<file path="src/logic/jfp_pkg.sv">
package jfp_pkg;

  localparam int IR_WIDTH = 4;
  localparam int CMD_WIDTH = 15;
  localparam int BYTE_WIDTH = 8;
  localparam int WORD_WIDTH = 16;

  localparam logic [IR_WIDTH-1:0] OP_COMMAND = 4'h5;
  localparam logic [IR_WIDTH-1:0] OP_PAGE_LOAD = 4'h6;
  localparam logic [IR_WIDTH-1:0] OP_PAGE_READ = 4'h7;
  localparam logic [IR_WIDTH-1:0] OP_BYPASS = 4'hf;
  localparam logic [IR_WIDTH-1:0] IR_CAPTURE_VALUE = 4'h1;
  localparam logic [IR_WIDTH-1:0] IR_RESET_VALUE = OP_BYPASS;
  localparam logic [CMD_WIDTH-1:0] CMD_RESET_VALUE = 15'h0000;
  localparam logic [BYTE_WIDTH-1:0] BYTE_RESET_VALUE = 8'h00;

  // Page write is issued PAGE_WR_DELAY + 1 core cycles after the load_update strobe
  localparam int PAGE_WR_LIMIT_TCK = 11;
  localparam int PAGE_WR_DELAY = 2;

  typedef enum logic [3:0] {
    TAP_RESET, TAP_IDLE,
    TAP_SEL_DR, TAP_CAP_DR, TAP_SHIFT_DR, TAP_EXIT1_DR, TAP_PAUSE_DR, TAP_EXIT2_DR, TAP_UPD_DR,
    TAP_SEL_IR, TAP_CAP_IR, TAP_SHIFT_IR, TAP_EXIT1_IR, TAP_PAUSE_IR, TAP_EXIT2_IR, TAP_UPD_IR
  } jfp_tap_state_type;

  typedef enum logic [1:0] {
    SEL_BYPASS, SEL_COMMAND, SEL_PAGE_LOAD, SEL_PAGE_READ
  } jfp_dr_sel_type;

endpackage

</file>
<file path="src/logic/jfp_if.sv">
`timescale 1ns/1ps
interface jfp_tap_if;
  import jfp_pkg::*;
  logic tck_rise;
  logic tck_fall;
  logic tdi;
  jfp_tap_state_type state;
  modport link (output tck_rise, output tck_fall, output tdi, output state);
  modport core (input tck_rise, input tck_fall, input tdi, input state);
endinterface

interface jfp_page_if;
  logic restart;
  logic load_update;
  logic read_capture;
  logic hi_sel;
  logic pc_inc;
  modport seq (input restart, input load_update, input read_capture, output hi_sel, output pc_inc);
  modport core (output restart, output load_update, output read_capture, input hi_sel, input pc_inc);
endinterface

</file>
<file path="src/logic/jfp_link_sync.sv">
`timescale 1ns/1ps
module jfp_link_sync
  import jfp_pkg::*;
(
  // Clock and reset
  input wire logic core_clk,
  input wire logic arst_n,
  // Link pins
  input wire logic tck,
  input wire logic tms,
  input wire logic tdi,
  // To core
  jfp_tap_if.link tap
);

  logic [1:0] tck_sync;
  logic [1:0] tms_sync;
  logic [1:0] tdi_sync;
  logic tck_prev;
  logic tms_prev;

  function automatic jfp_tap_state_type tap_next(jfp_tap_state_type s, logic m);
    unique case (s)
      TAP_RESET: tap_next = m ? TAP_RESET : TAP_IDLE;
      TAP_IDLE: tap_next = m ? TAP_SEL_DR : TAP_IDLE;
      TAP_SEL_DR: tap_next = m ? TAP_SEL_IR : TAP_CAP_DR;
      TAP_CAP_DR: tap_next = m ? TAP_EXIT1_DR : TAP_SHIFT_DR;
      TAP_SHIFT_DR: tap_next = m ? TAP_EXIT1_DR : TAP_SHIFT_DR;
      TAP_EXIT1_DR: tap_next = m ? TAP_UPD_DR : TAP_PAUSE_DR;
      TAP_PAUSE_DR: tap_next = m ? TAP_EXIT2_DR : TAP_PAUSE_DR;
      TAP_EXIT2_DR: tap_next = m ? TAP_UPD_DR : TAP_SHIFT_DR;
      TAP_UPD_DR: tap_next = m ? TAP_SEL_DR : TAP_IDLE;
      TAP_SEL_IR: tap_next = m ? TAP_RESET : TAP_CAP_IR;
      TAP_CAP_IR: tap_next = m ? TAP_EXIT1_IR : TAP_SHIFT_IR;
      TAP_SHIFT_IR: tap_next = m ? TAP_EXIT1_IR : TAP_SHIFT_IR;
      TAP_EXIT1_IR: tap_next = m ? TAP_UPD_IR : TAP_PAUSE_IR;
      TAP_PAUSE_IR: tap_next = m ? TAP_EXIT2_IR : TAP_PAUSE_IR;
      TAP_EXIT2_IR: tap_next = m ? TAP_UPD_IR : TAP_SHIFT_IR;
      TAP_UPD_IR: tap_next = m ? TAP_SEL_DR : TAP_IDLE;
    endcase
  endfunction

  // All three pins share latency, so tms and tdi stay aligned with the edge
  always_ff @(posedge core_clk or negedge arst_n) begin
    if (!arst_n) begin
      tck_sync <= 2'h0;
      tms_sync <= 2'h3;
      tdi_sync <= 2'h0;
      tck_prev <= 1'b0;
      tms_prev <= 1'b1;
    end else begin
      tck_sync <= {tck_sync[0], tck};
      tms_sync <= {tms_sync[0], tms};
      tdi_sync <= {tdi_sync[0], tdi};
      tck_prev <= tck_sync[1];
      tms_prev <= tms_sync[1];
    end
  end

  always_ff @(posedge core_clk or negedge arst_n) begin
    if (!arst_n) begin
      tap.tck_rise <= 1'b0;
      tap.tck_fall <= 1'b0;
      tap.tdi <= 1'b0;
    end else begin
      tap.tck_rise <= tck_sync[1] & ~tck_prev;
      tap.tck_fall <= ~tck_sync[1] & tck_prev;
      tap.tdi <= tdi_sync[1];
    end
  end

  always_ff @(posedge core_clk or negedge arst_n) begin
    if (!arst_n) begin
      tap.state <= TAP_RESET;
    // Moves after the rise pulse, so the pulse sees the state it acts in
    end else if (tap.tck_rise) begin
      tap.state <= tap_next(tap.state, tms_prev);
    end
  end

endmodule

</file>
<file path="src/logic/jfp_page_seq.sv">
`timescale 1ns/1ps
module jfp_page_seq
  import jfp_pkg::*;
(
  // Clock and reset
  input wire logic core_clk,
  input wire logic arst_n,
  // From core
  jfp_page_if.seq pg
);

  logic first_done;

  always_ff @(posedge core_clk or negedge arst_n) begin
    if (!arst_n) begin
      pg.hi_sel <= 1'b0;
      first_done <= 1'b0;
    end else if (pg.restart) begin
      pg.hi_sel <= 1'b0;
      first_done <= 1'b0;
    end else begin
      if (pg.load_update || pg.read_capture) begin
        pg.hi_sel <= ~pg.hi_sel;
      end
      if (pg.load_update) begin
        first_done <= 1'b1;
      end
    end
  end

  // Uses the byte select before its toggle
  always_ff @(posedge core_clk or negedge arst_n) begin
    if (!arst_n) begin
      pg.pc_inc <= 1'b0;
    end else begin
      pg.pc_inc <= (pg.load_update & ~pg.hi_sel & first_done & ~pg.restart)
        | (pg.read_capture & pg.hi_sel & ~pg.restart);
    end
  end

endmodule

</file>
<file path="src/logic/jfp_top.sv">
`timescale 1ns/1ps
module jfp_top
  import jfp_pkg::*;
(
  // Clock and reset
  input wire logic core_clk,
  input wire logic arst_n,
  // Link pins
  input wire logic tck,
  input wire logic tms,
  input wire logic tdi,
  output logic tdo,
  output logic tdo_oe,
  // Programming mode from the unlock logic
  input wire logic prog_mode,
  // Command path to flash programming logic
  input wire logic [CMD_WIDTH-1:0] cmd_result,
  output logic [CMD_WIDTH-1:0] cmd_word,
  output logic cmd_apply,
  output logic cmd_exec,
  // Page buffer and program counter
  input wire logic [WORD_WIDTH-1:0] flash_word,
  output logic [BYTE_WIDTH-1:0] page_data,
  output logic page_wr,
  output logic page_wr_high,
  output logic pc_inc
);

  jfp_tap_if tap ();
  jfp_page_if pg ();

  logic [IR_WIDTH-1:0] ir_sr;
  logic [IR_WIDTH-1:0] ir;
  logic [CMD_WIDTH-1:0] cmd_sr;
  logic bypass_sr;
  logic exec_done;
  logic [PAGE_WR_DELAY-1:0] wr_pipe;
  logic wr_high_hold;
  jfp_dr_sel_type sel;
  logic rise;
  logic fall;

  jfp_link_sync u_link (
    .core_clk(core_clk),
    .arst_n(arst_n),
    .tck(tck),
    .tms(tms),
    .tdi(tdi),
    .tap(tap.link)
  );

  jfp_page_seq u_page (
    .core_clk(core_clk),
    .arst_n(arst_n),
    .pg(pg.seq)
  );

  // Outside programming mode the opcodes fall back to bypass
  function automatic jfp_dr_sel_type dr_select(logic [IR_WIDTH-1:0] op, logic enabled);
    dr_select = SEL_BYPASS;
    if (enabled) begin
      if (op == OP_COMMAND) begin
        dr_select = SEL_COMMAND;
      end else if (op == OP_PAGE_LOAD) begin
        dr_select = SEL_PAGE_LOAD;
      end else if (op == OP_PAGE_READ) begin
        dr_select = SEL_PAGE_READ;
      end
    end
  endfunction

  assign rise = tap.tck_rise;
  assign fall = tap.tck_fall;
  assign sel = dr_select(ir, prog_mode);

  // Instruction register
  always_ff @(posedge core_clk or negedge arst_n) begin
    if (!arst_n) begin
      ir_sr <= IR_RESET_VALUE;
    end else if (rise && tap.state == TAP_CAP_IR) begin
      ir_sr <= IR_CAPTURE_VALUE;
    end else if (rise && tap.state == TAP_SHIFT_IR) begin
      ir_sr <= {tap.tdi, ir_sr[IR_WIDTH-1:1]};
    end
  end

  always_ff @(posedge core_clk or negedge arst_n) begin
    if (!arst_n) begin
      ir <= IR_RESET_VALUE;
    end else if (tap.state == TAP_RESET) begin
      ir <= IR_RESET_VALUE;
    end else if (fall && tap.state == TAP_UPD_IR) begin
      ir <= ir_sr;
    end
  end

  // Command shift register; its low byte doubles as the data byte
  always_ff @(posedge core_clk or negedge arst_n) begin
    if (!arst_n) begin
      cmd_sr <= CMD_RESET_VALUE;
    end else if (rise && tap.state == TAP_CAP_DR) begin
      if (sel == SEL_COMMAND) begin
        cmd_sr <= cmd_result;
      end else if (sel == SEL_PAGE_READ) begin
        cmd_sr[BYTE_WIDTH-1:0] <= pg.hi_sel ? flash_word[WORD_WIDTH-1:BYTE_WIDTH]
                                            : flash_word[BYTE_WIDTH-1:0];
      end
    end else if (rise && tap.state == TAP_SHIFT_DR) begin
      if (sel == SEL_COMMAND) begin
        cmd_sr <= {tap.tdi, cmd_sr[CMD_WIDTH-1:1]};
      end else if (sel == SEL_PAGE_LOAD || sel == SEL_PAGE_READ) begin
        cmd_sr[BYTE_WIDTH-1:0] <= {tap.tdi, cmd_sr[BYTE_WIDTH-1:1]};
      end
    end
  end

  always_ff @(posedge core_clk or negedge arst_n) begin
    if (!arst_n) begin
      bypass_sr <= 1'b0;
    end else if (rise && tap.state == TAP_CAP_DR) begin
      bypass_sr <= 1'b0;
    end else if (rise && tap.state == TAP_SHIFT_DR) begin
      bypass_sr <= tap.tdi;
    end
  end

  // Output changes on the falling edge so the host samples a settled bit
  always_ff @(posedge core_clk or negedge arst_n) begin
    if (!arst_n) begin
      tdo <= 1'b0;
      tdo_oe <= 1'b0;
    end else if (fall) begin
      tdo_oe <= tap.state == TAP_SHIFT_IR || tap.state == TAP_SHIFT_DR;
      if (tap.state == TAP_SHIFT_IR) begin
        tdo <= ir_sr[0];
      end else if (tap.state == TAP_SHIFT_DR) begin
        tdo <= sel == SEL_BYPASS ? bypass_sr : cmd_sr[0];
      end
    end
  end

  // Command apply and execute
  always_ff @(posedge core_clk or negedge arst_n) begin
    if (!arst_n) begin
      cmd_word <= CMD_RESET_VALUE;
      cmd_apply <= 1'b0;
    end else begin
      cmd_apply <= 1'b0;
      if (fall && tap.state == TAP_UPD_DR && sel == SEL_COMMAND) begin
        cmd_word <= cmd_sr;
        cmd_apply <= 1'b1;
      end
    end
  end

  // One pulse per visit to idle with the command opcode selected, however long the host stays there
  always_ff @(posedge core_clk or negedge arst_n) begin
    if (!arst_n) begin
      cmd_exec <= 1'b0;
      exec_done <= 1'b0;
    end else begin
      cmd_exec <= 1'b0;
      if (tap.state != TAP_IDLE) begin
        exec_done <= 1'b0;
      end else if (rise && !exec_done && sel == SEL_COMMAND) begin
        cmd_exec <= 1'b1;
        exec_done <= 1'b1;
      end
    end
  end

  // Page sequencing strobes
  always_ff @(posedge core_clk or negedge arst_n) begin
    if (!arst_n) begin
      pg.restart <= 1'b0;
      pg.load_update <= 1'b0;
      pg.read_capture <= 1'b0;
    end else begin
      pg.restart <= (fall && tap.state == TAP_UPD_IR) || tap.state == TAP_RESET;
      pg.load_update <= fall && tap.state == TAP_UPD_DR && sel == SEL_PAGE_LOAD;
      pg.read_capture <= rise && tap.state == TAP_CAP_DR && sel == SEL_PAGE_READ;
    end
  end

  assign pc_inc = pg.pc_inc;

  // Holding register and delayed write, after any pre-increment
  always_ff @(posedge core_clk or negedge arst_n) begin
    if (!arst_n) begin
      page_data <= BYTE_RESET_VALUE;
    end else if (fall && tap.state == TAP_UPD_DR && sel == SEL_PAGE_LOAD) begin
      page_data <= cmd_sr[BYTE_WIDTH-1:0];
    end
  end

  always_ff @(posedge core_clk or negedge arst_n) begin
    if (!arst_n) begin
      wr_pipe <= '0;
      wr_high_hold <= 1'b0;
      page_wr <= 1'b0;
      page_wr_high <= 1'b0;
    end else begin
      wr_pipe <= {wr_pipe[PAGE_WR_DELAY-2:0], pg.load_update};
      if (pg.load_update) begin
        wr_high_hold <= pg.hi_sel;
      end
      page_wr <= wr_pipe[PAGE_WR_DELAY-1];
      if (wr_pipe[PAGE_WR_DELAY-1]) begin
        page_wr_high <= wr_high_hold;
      end
    end
  end

endmodule

</file>
<file path="config.mk">
export PLATFORM = sky130hd
export DESIGN_NAME = jfp_top
export DESIGN_NICKNAME = d
export VERILOG_FILES = /design/src/logic/jfp_pkg.sv /design/src/logic/jfp_if.sv /design/src/logic/jfp_link_sync.sv /design/src/logic/jfp_page_seq.sv /design/src/logic/jfp_top.sv
export SDC_FILE = /design/constraint.sdc
export NUM_CORES = 1
export LEC_CHECK = 0
export ABC_AREA = 1
export BUFFER_PORTS_ARGS = -buffer_cell sky130_fd_sc_hd__buf_2
export CAP_MARGIN = 30
export CORE_UTILIZATION = 45
export CTS_CLUSTER_SIZE = 14
export DETAILED_ROUTE_END_ITERATION = 6
export HOLD_SLACK_MARGIN = 0.1
export PLACE_DENSITY = 0.67
export SKIP_LAST_GASP = 1
export SYNTH_ARGS = -nofsm -noshare
export SYNTH_HDL_FRONTEND = slang
export SYNTH_SLANG_ARGS = --single-unit
</file>
<file path="constraint.sdc">
create_clock -name core_clk -period 1.9 [get_ports core_clk]
set_input_delay 0.095 -clock core_clk [delete_from_list [all_inputs] [get_ports core_clk]]
set_output_delay 0.095 -clock core_clk [all_outputs]
set_load 0.03 [all_outputs]
</file>
* Word-level counts from Yosys, hierarchy flattened
Index checks and enable logic that the tools add are counted.
** Cells by class
- Bitwise operators :: 12
- Reductions and logical operators :: 32
- Equality and inequality tests :: 25
- Muxes and demuxes :: 44
** Operators with widths (number)
- $pmux W4 S12 :: 1
- $mux W8 :: 5
- $eq A4 B4 Y1 const B :: 8
- $mux W4 :: 8
- $mux W15 :: 2
- $eq A4 B3 Y1 const B :: 7
- $mux W1 :: 17
- $mux W2 :: 7
- $mux W7 :: 2
- $reduce_bool A2 Y1 :: 7
- $logic_and A1 B1 Y1 :: 11
- $eq A4 B2 Y1 const B :: 2
- $and A1 B1 Y1 :: 7
- $mux W3 :: 2
- $reduce_and A3 Y1 :: 2
- $eq A2 B2 Y1 const B :: 2
- $eq A4 B1 Y1 const B :: 1
- $logic_not A4 Y1 :: 1
- $logic_or A1 B1 Y1 :: 4
- $ne A2 B2 Y1 const B :: 2
- $ne A4 B1 Y1 const B :: 1
- $not A1 Y1 :: 4
- $reduce_or A2 Y1 :: 2
- $ne A3 B2 Y1 const B :: 1
- 7 further kinds :: 7
** Word-level totals
- Bits of input ports :: 37
- Register bits :: 78
- Word-level logic and storage cells :: 144

* Depth between registers and ports, before layout
- Depth in word-level cells :: 11
- Gate-level depth with buffers :: 10
- Mapped depth without buffers :: 9

* Modules after synthesis
Synthesis repeated with hierarchy kept, for this count alone.
** Second synthesis, totals
- Cell total of the unflattened synthesis :: 457
- Area total of the unflattened synthesis :: 3677.3 µm²
** Modules (own cells, without submodules)
- jfp_top :: area an instance 2796.4 µm², seq. area each 1511.4 µm², times used 1, cells an instance 352
- jfp_link_sync :: area an instance 744.5 µm², seq. area each 379.1 µm², times used 1, cells an instance 87
- jfp_page_seq :: area an instance 136.4 µm², seq. area each 75.1 µm², times used 1, cells an instance 18

* Worst setup path after synthesis
No wires, ideal clock.
- Kind :: reg2reg
- From :: register ir[0]
- To :: register cmd_sr[13]
- Slack :: 0.408 ns
- Setup time :: 0.123 ns
- Arrival time :: 1.369 ns
- Buffers on the path :: 1
- Clock period less this slack :: 1.492 ns
- Stages on the path, launching flop included :: 9
- Data required time :: 1.777 ns
- Cell sequence :: dfstp_2 nand2_1 nor2_2 nand2_2 inv_1 nand3_2 buf_6 nand2_1 o21ai_2
** On the way
- Cells in the longest elaborated chain, start to end :: 8
- Elaborated cells between the ends (all ways) :: 11
- Classes of those cells :: eq/ne: 6; mux: 4; reduce/logical: 1
** Ends and longest elaborated chain
- start, declared :: line jfp_top.sv:33 : logic [IR_WIDTH-1:0] ir;
- start signal, assigned :: line jfp_top.sv:93 : ir <= ir_sr;
- $eq A4 B3 Y1 :: line jfp_top.sv:66 : end else if (op == OP_PAGE_READ) begin
- $mux W2 :: line jfp_top.sv:66
- $mux W2 :: line jfp_top.sv:64 : end else if (op == OP_PAGE_LOAD) begin
- $mux W2 (*) :: line jfp_top.sv:62 : if (op == OP_COMMAND) begin
- $mux W2 (*) :: line jfp_top.sv:61 : if (enabled) begin
- $eq A2 B1 Y1 (*) :: line jfp_top.sv:102, jfp_top.sv:109
- $ne A2 B2 Y1 (no source line)
- $reduce_and A3 Y1 (no source line) (*)
- end signal, assigned :: line jfp_top.sv:103 : cmd_sr <= cmd_result;
- end signal, assigned by index :: line jfp_top.sv:105 : cmd_sr[BYTE_WIDTH-1:0] <= pg.hi_sel ? flash_word[WORD_WIDTH-1:BYTE_WIDTH]
- end signal, assigned :: line jfp_top.sv:110 : cmd_sr <= {tap.tdi, cmd_sr[CMD_WIDTH-1:1]};
- end, declared :: line jfp_top.sv:34 : logic [CMD_WIDTH-1:0] cmd_sr;
Every way passes the cells marked *; elsewhere a longest branch is shown, timed or not.
A chain may end at the register's enable or synchronous reset.

* Worst setup path after layout
- From :: register u_link.tap.state[1]
- To :: register cmd_sr[7]
** On the way
- Cells in the longest elaborated chain, start to end :: 4
- Elaborated cells between the ends (all ways) :: 9
- Classes of those cells :: eq/ne: 3; mux: 1; reduce/logical: 5
** Ends and longest elaborated chain
- start, declared :: line jfp_if.sv:8 : modport link (output tck_rise, output tck_fall, output tdi, output state);
- start signal, assigned :: line jfp_link_sync.sv:77 : tap.state <= tap_next(tap.state, tms_prev);
- $eq A4 B2 Y1 / $eq A4 B3 Y1 (equally long branches) :: line jfp_top.sv:101, jfp_top.sv:108
- $logic_and A1 B1 Y1, on equally long branches :: line jfp_top.sv:101, jfp_top.sv:108
- $ne A3 B2 Y1 (no source line), or another cell as far along
- $reduce_and A3 Y1 (no source line)
Parallel ways exist; a longest one is shown, timed or not.

==> summary.md <==
| Metric | Value |
|---|---|
| Half-perimeter wire length after detailed placement | 5420 um |
| Finished Cell Area | 4360 um2 |
| Floorplan die width | 92.3 um |
| Vias per cell | 4.84 |
| Clk root buf | clkbuf_8 |
| CTS H-tree lvls | 3 |
| Cell Count Post-Placement | 592 |
| Number of warnings reported in the yosys synthesis log | 0 |
| Run status | completed |
| Boundary Pins | 67 |
| Post-CTS Setup Repair Bufs | 0 |
| Final setup violation count | 0 |
| Hold path cells | 4 |
| Nature of the critical path endpoint | flip-flop |
| Average footprint of a synthesized cell | 8.55 um2 |
| Worst clock skew | 0.00889 ns |
| Pre-CTS setup slack | 0.213 ns |
| Maximum root-to-sink buffer count | 2 |
| Via count of the first global-routing pass | 2,714 |
| Slew of the pin with the lowest slew margin | 0.419 ns |
| EDFF count, synth | 0 |
| Diode insertion count for antenna repair | 0 |
| DRC | 0 |
| Total of fill cells in the finished design | 724 |
| Count of instances resized after the clock tree is built | 0 |
| Number of placement rows | 32 |
| Buffers on Ports | 66 |
| Peak supply drop | 592 uV |
| Area of the die | 8520 um2 |
| Critical path type | reg2reg |
| Top post-synthesis cells by area | dfrtp_1 46%, nand2_1 15%, dfstp_2 7.9% |
| Last weighted congestion value of the routability-driven placer | 0.906 |
| Placed Instance Area | 4120 um2 |
| Reported leakage power | 0.00234 uW |
| Post-synth design cell area | 3670 um2 |
| Share of the yosys chip area belonging to registers | 53.6% |
| Register-to-register setup slack | 0.19 ns |
| Area share of the leading cell type in the synthesized netlist | 45.7% |
| Total congestion overflow after global routing | 0 |
| Number of antenna violations at the first check in global routing | 0 |
| FFs w/ async S/R, synth | 100% |
| Hold wc startpoint | cmd_result[8] |
| Max-capacitance violation count | 0 |
| Cell type contributing the most total cell area after synthesis | dfrtp_1 |
| Share of final-layout standard cells stronger than drive strength 1 | 28.3% |
| Worst reg-to-reg path cell count | 9 |
| CORE AREA | 7810 um2 |
| Area growth syn-to-layout | 18.8% |
| Starting density of the core | 47.0% |
| Total negative slack for setup checks | 0 ns |
| RSZ-0062 raised after global routing | no |
| First-pass GRT wire length | 12,800 um |
| GRT Util Overall | 19.5% |
| Average wire length per cell after detail routing | 12.3 um |
| Final period demand of the worst path | 1.71 ns |
| Largest fanout of any net on the critical path | 19 |
| Total wire length after detailed routing | 7530 um |
| TritonCTS clock tree | yes |
| Setup slack of the critical path after layout | 0.195 ns |
| Tightest slew margin relative to the limit | 72.0% |
| Crit path launch | u_link.tap.state[1]$_DFFE_PN0P_ |
| CTS Buf Count | 9 |
| PwrDens | 862 nW/um2 |
| Synth Net Count | 466 |
| Highest clock rate | 586 MHz |
| Final count of hold timing violations | 0 |
| Vertical extent of the die | 92.3 um |
| Destination of the worst register-to-register timing path | cmd_sr[7]$_DFFE_PN0P_ |
| Clock edge transition at the registers on the reported setup and hold paths | 0.08 ns |
| Via total after detailed routing | 2,969 |
| End point of the critical path | cmd_sr[7]$_DFFE_PN0P_ |
| Reg2Reg Launch Point | u_link.tap.state[1]$_DFFE_PN0P_ |
| Number of standard cells in the final layout excluding fillers | 614 |
| Antenna-violating nets left | 0 |
| CTS hold repair buffers | 6 |
| Drt first pass iters | 4 |
| CP startpoint kind | flip-flop |
| Synth Flop Type | dfrtp_1 |
| HP Class | in2reg |
| Count of mapped cells out of synthesis | 429 |
| Final critical-path share of the clock period | 89.8% |
| Count of final max-slew check failures | 0 |
| Nets | 544 |
| Required time of the critical path | 2.14 ns |
| Data arrival time of the critical path | 1.95 ns |
| Count of state elements after synthesis | 78 |
| Count of cell types in the netlist | 29 |
| Number of DRC markers in iteration 0 | 139 |
| Largest net degree at the start of global routing | 52 |
| Clock sinks | 78 |
| Insertion delay of the later-clocked pin in the worst-skew pair | 0.35 ns |
==> cell type report <==
class	count	area (um2)	share of cell area, %
Clock inverter	6	37.5	0.862
Inverter	42	160	3.68
Multi-Input combinational cell	297	1470	33.7
Timing Repair Buffer	79	458	10.5
Tap cell	102	128	2.93
Clock buffer	10	138	3.16
Sequential cell	78	1970	45.1
==> worst min-delay path by stage <==
| stage | to |
|---|---|
| floorplan | bypass_sr$_DFFE_PN0P_ |
| global placement | page_wr$_DFF_PN0_ |
| detailed placement | page_wr$_DFF_PN0_ |
| finish | cmd_sr[8]$_DFFE_PN0P_ |
| global route | cmd_sr[8]$_DFFE_PN0P_ |
| CTS | cmd_sr[9]$_DFFE_PN0P_ |
==> flip-flops by register name, summed over array words and instances, names as in the netlist, 2 cells and up <==
signal            flops
cmd_sr               15
cmd_word             15
ir                    4
ir_sr                 4
page_data             8
u_link.tap.state      4
u_link.tck_sync       2
u_link.tdi_sync       2
u_link.tms_sync       2
wr_pipe               2
==> power breakdown <==
part | switching, uW | total, uW | internal, uW
logic | 505 | 746 | 241
registers | 125 | 1900 | 1770
clock network | 606 | 1110 | 505
==> synth_stat cells, drive strengths merged (2+ instances only) <==
cell type,count
dfstp,11
nor3,5
nor2,28
nand3,27
clkbuf,2
o21ai,43
nand2,156
a21oi,14
nand3b,9
or2,5
inv,42
dfrtp,67
a21boi,8
buf,10
==> routing by layer <==
| layer | up-vias | share of wire, % | GRT usage, % | wire (um) |
|---|---|---|---|---|
| met1 | 1362 | 48 | 27.2 | 3600 |
| li1 | 1521 | - | - | - |
| met3 | 8 | 4.5 | 3.20 | 339 |
| met2 | 78 | 46 | 30.0 | 3500 |
| met5 | - | 0 | 0 | 0 |
| met4 | 0 | 1.3 | 8.46 | 97 |
==> through the flow <==
stage	hold slack [ns]	total power (uW)	utilization (%)
after detailed placement	0.0507	2660	52.8
final	0.128	3750	55.8
after floorplan	-0.201	2440	-
after global placement	0.0407	2650	52.8
after global routing	0.164	3980	55.8
after CTS	0.121	3790	55.8
==> logic make-up after synthesis <==
group	Yosys count	share of synthesized area [%]
flip-flops	78	53.6
buffers and inverters	54	6.34
AO/OA/AOI/OAI	66	11.4
AND/OR/NAND/NOR	231	28.7
==> layout by cell type, fill, tap and decap left out, types with 5 or more instances in the layout <==
cell / count
a21boi_0: 8
nand3b_1: 8
nand3_1: 24
a21oi_1: 14
buf_4: 7
nor3_1: 5
nand2_1: 149
o21ai_1: 7
buf_2: 65
clkbuf_8: 10
dfstp_2: 11
or2_2: 5
dfrtp_1: 67
inv_1: 37
o21ai_2: 17
o21ai_0: 19
nand2_2: 6
dlygate4sd3_1: 6
nor2_1: 21
==> critical path: stages, from the launching register on <==
cell	delay [ns]
dfrtp_1	0.52
nand2_1	0.14
inv_2	0.13
nand3_4	0.22
inv_4	0.19
nand2_2	0.09
nand2_1	0.12
nor2_4	0.07
nand2_1	0.07
nand2_1	0.05
No activity file was read; power rests on OpenSTA's default activity.
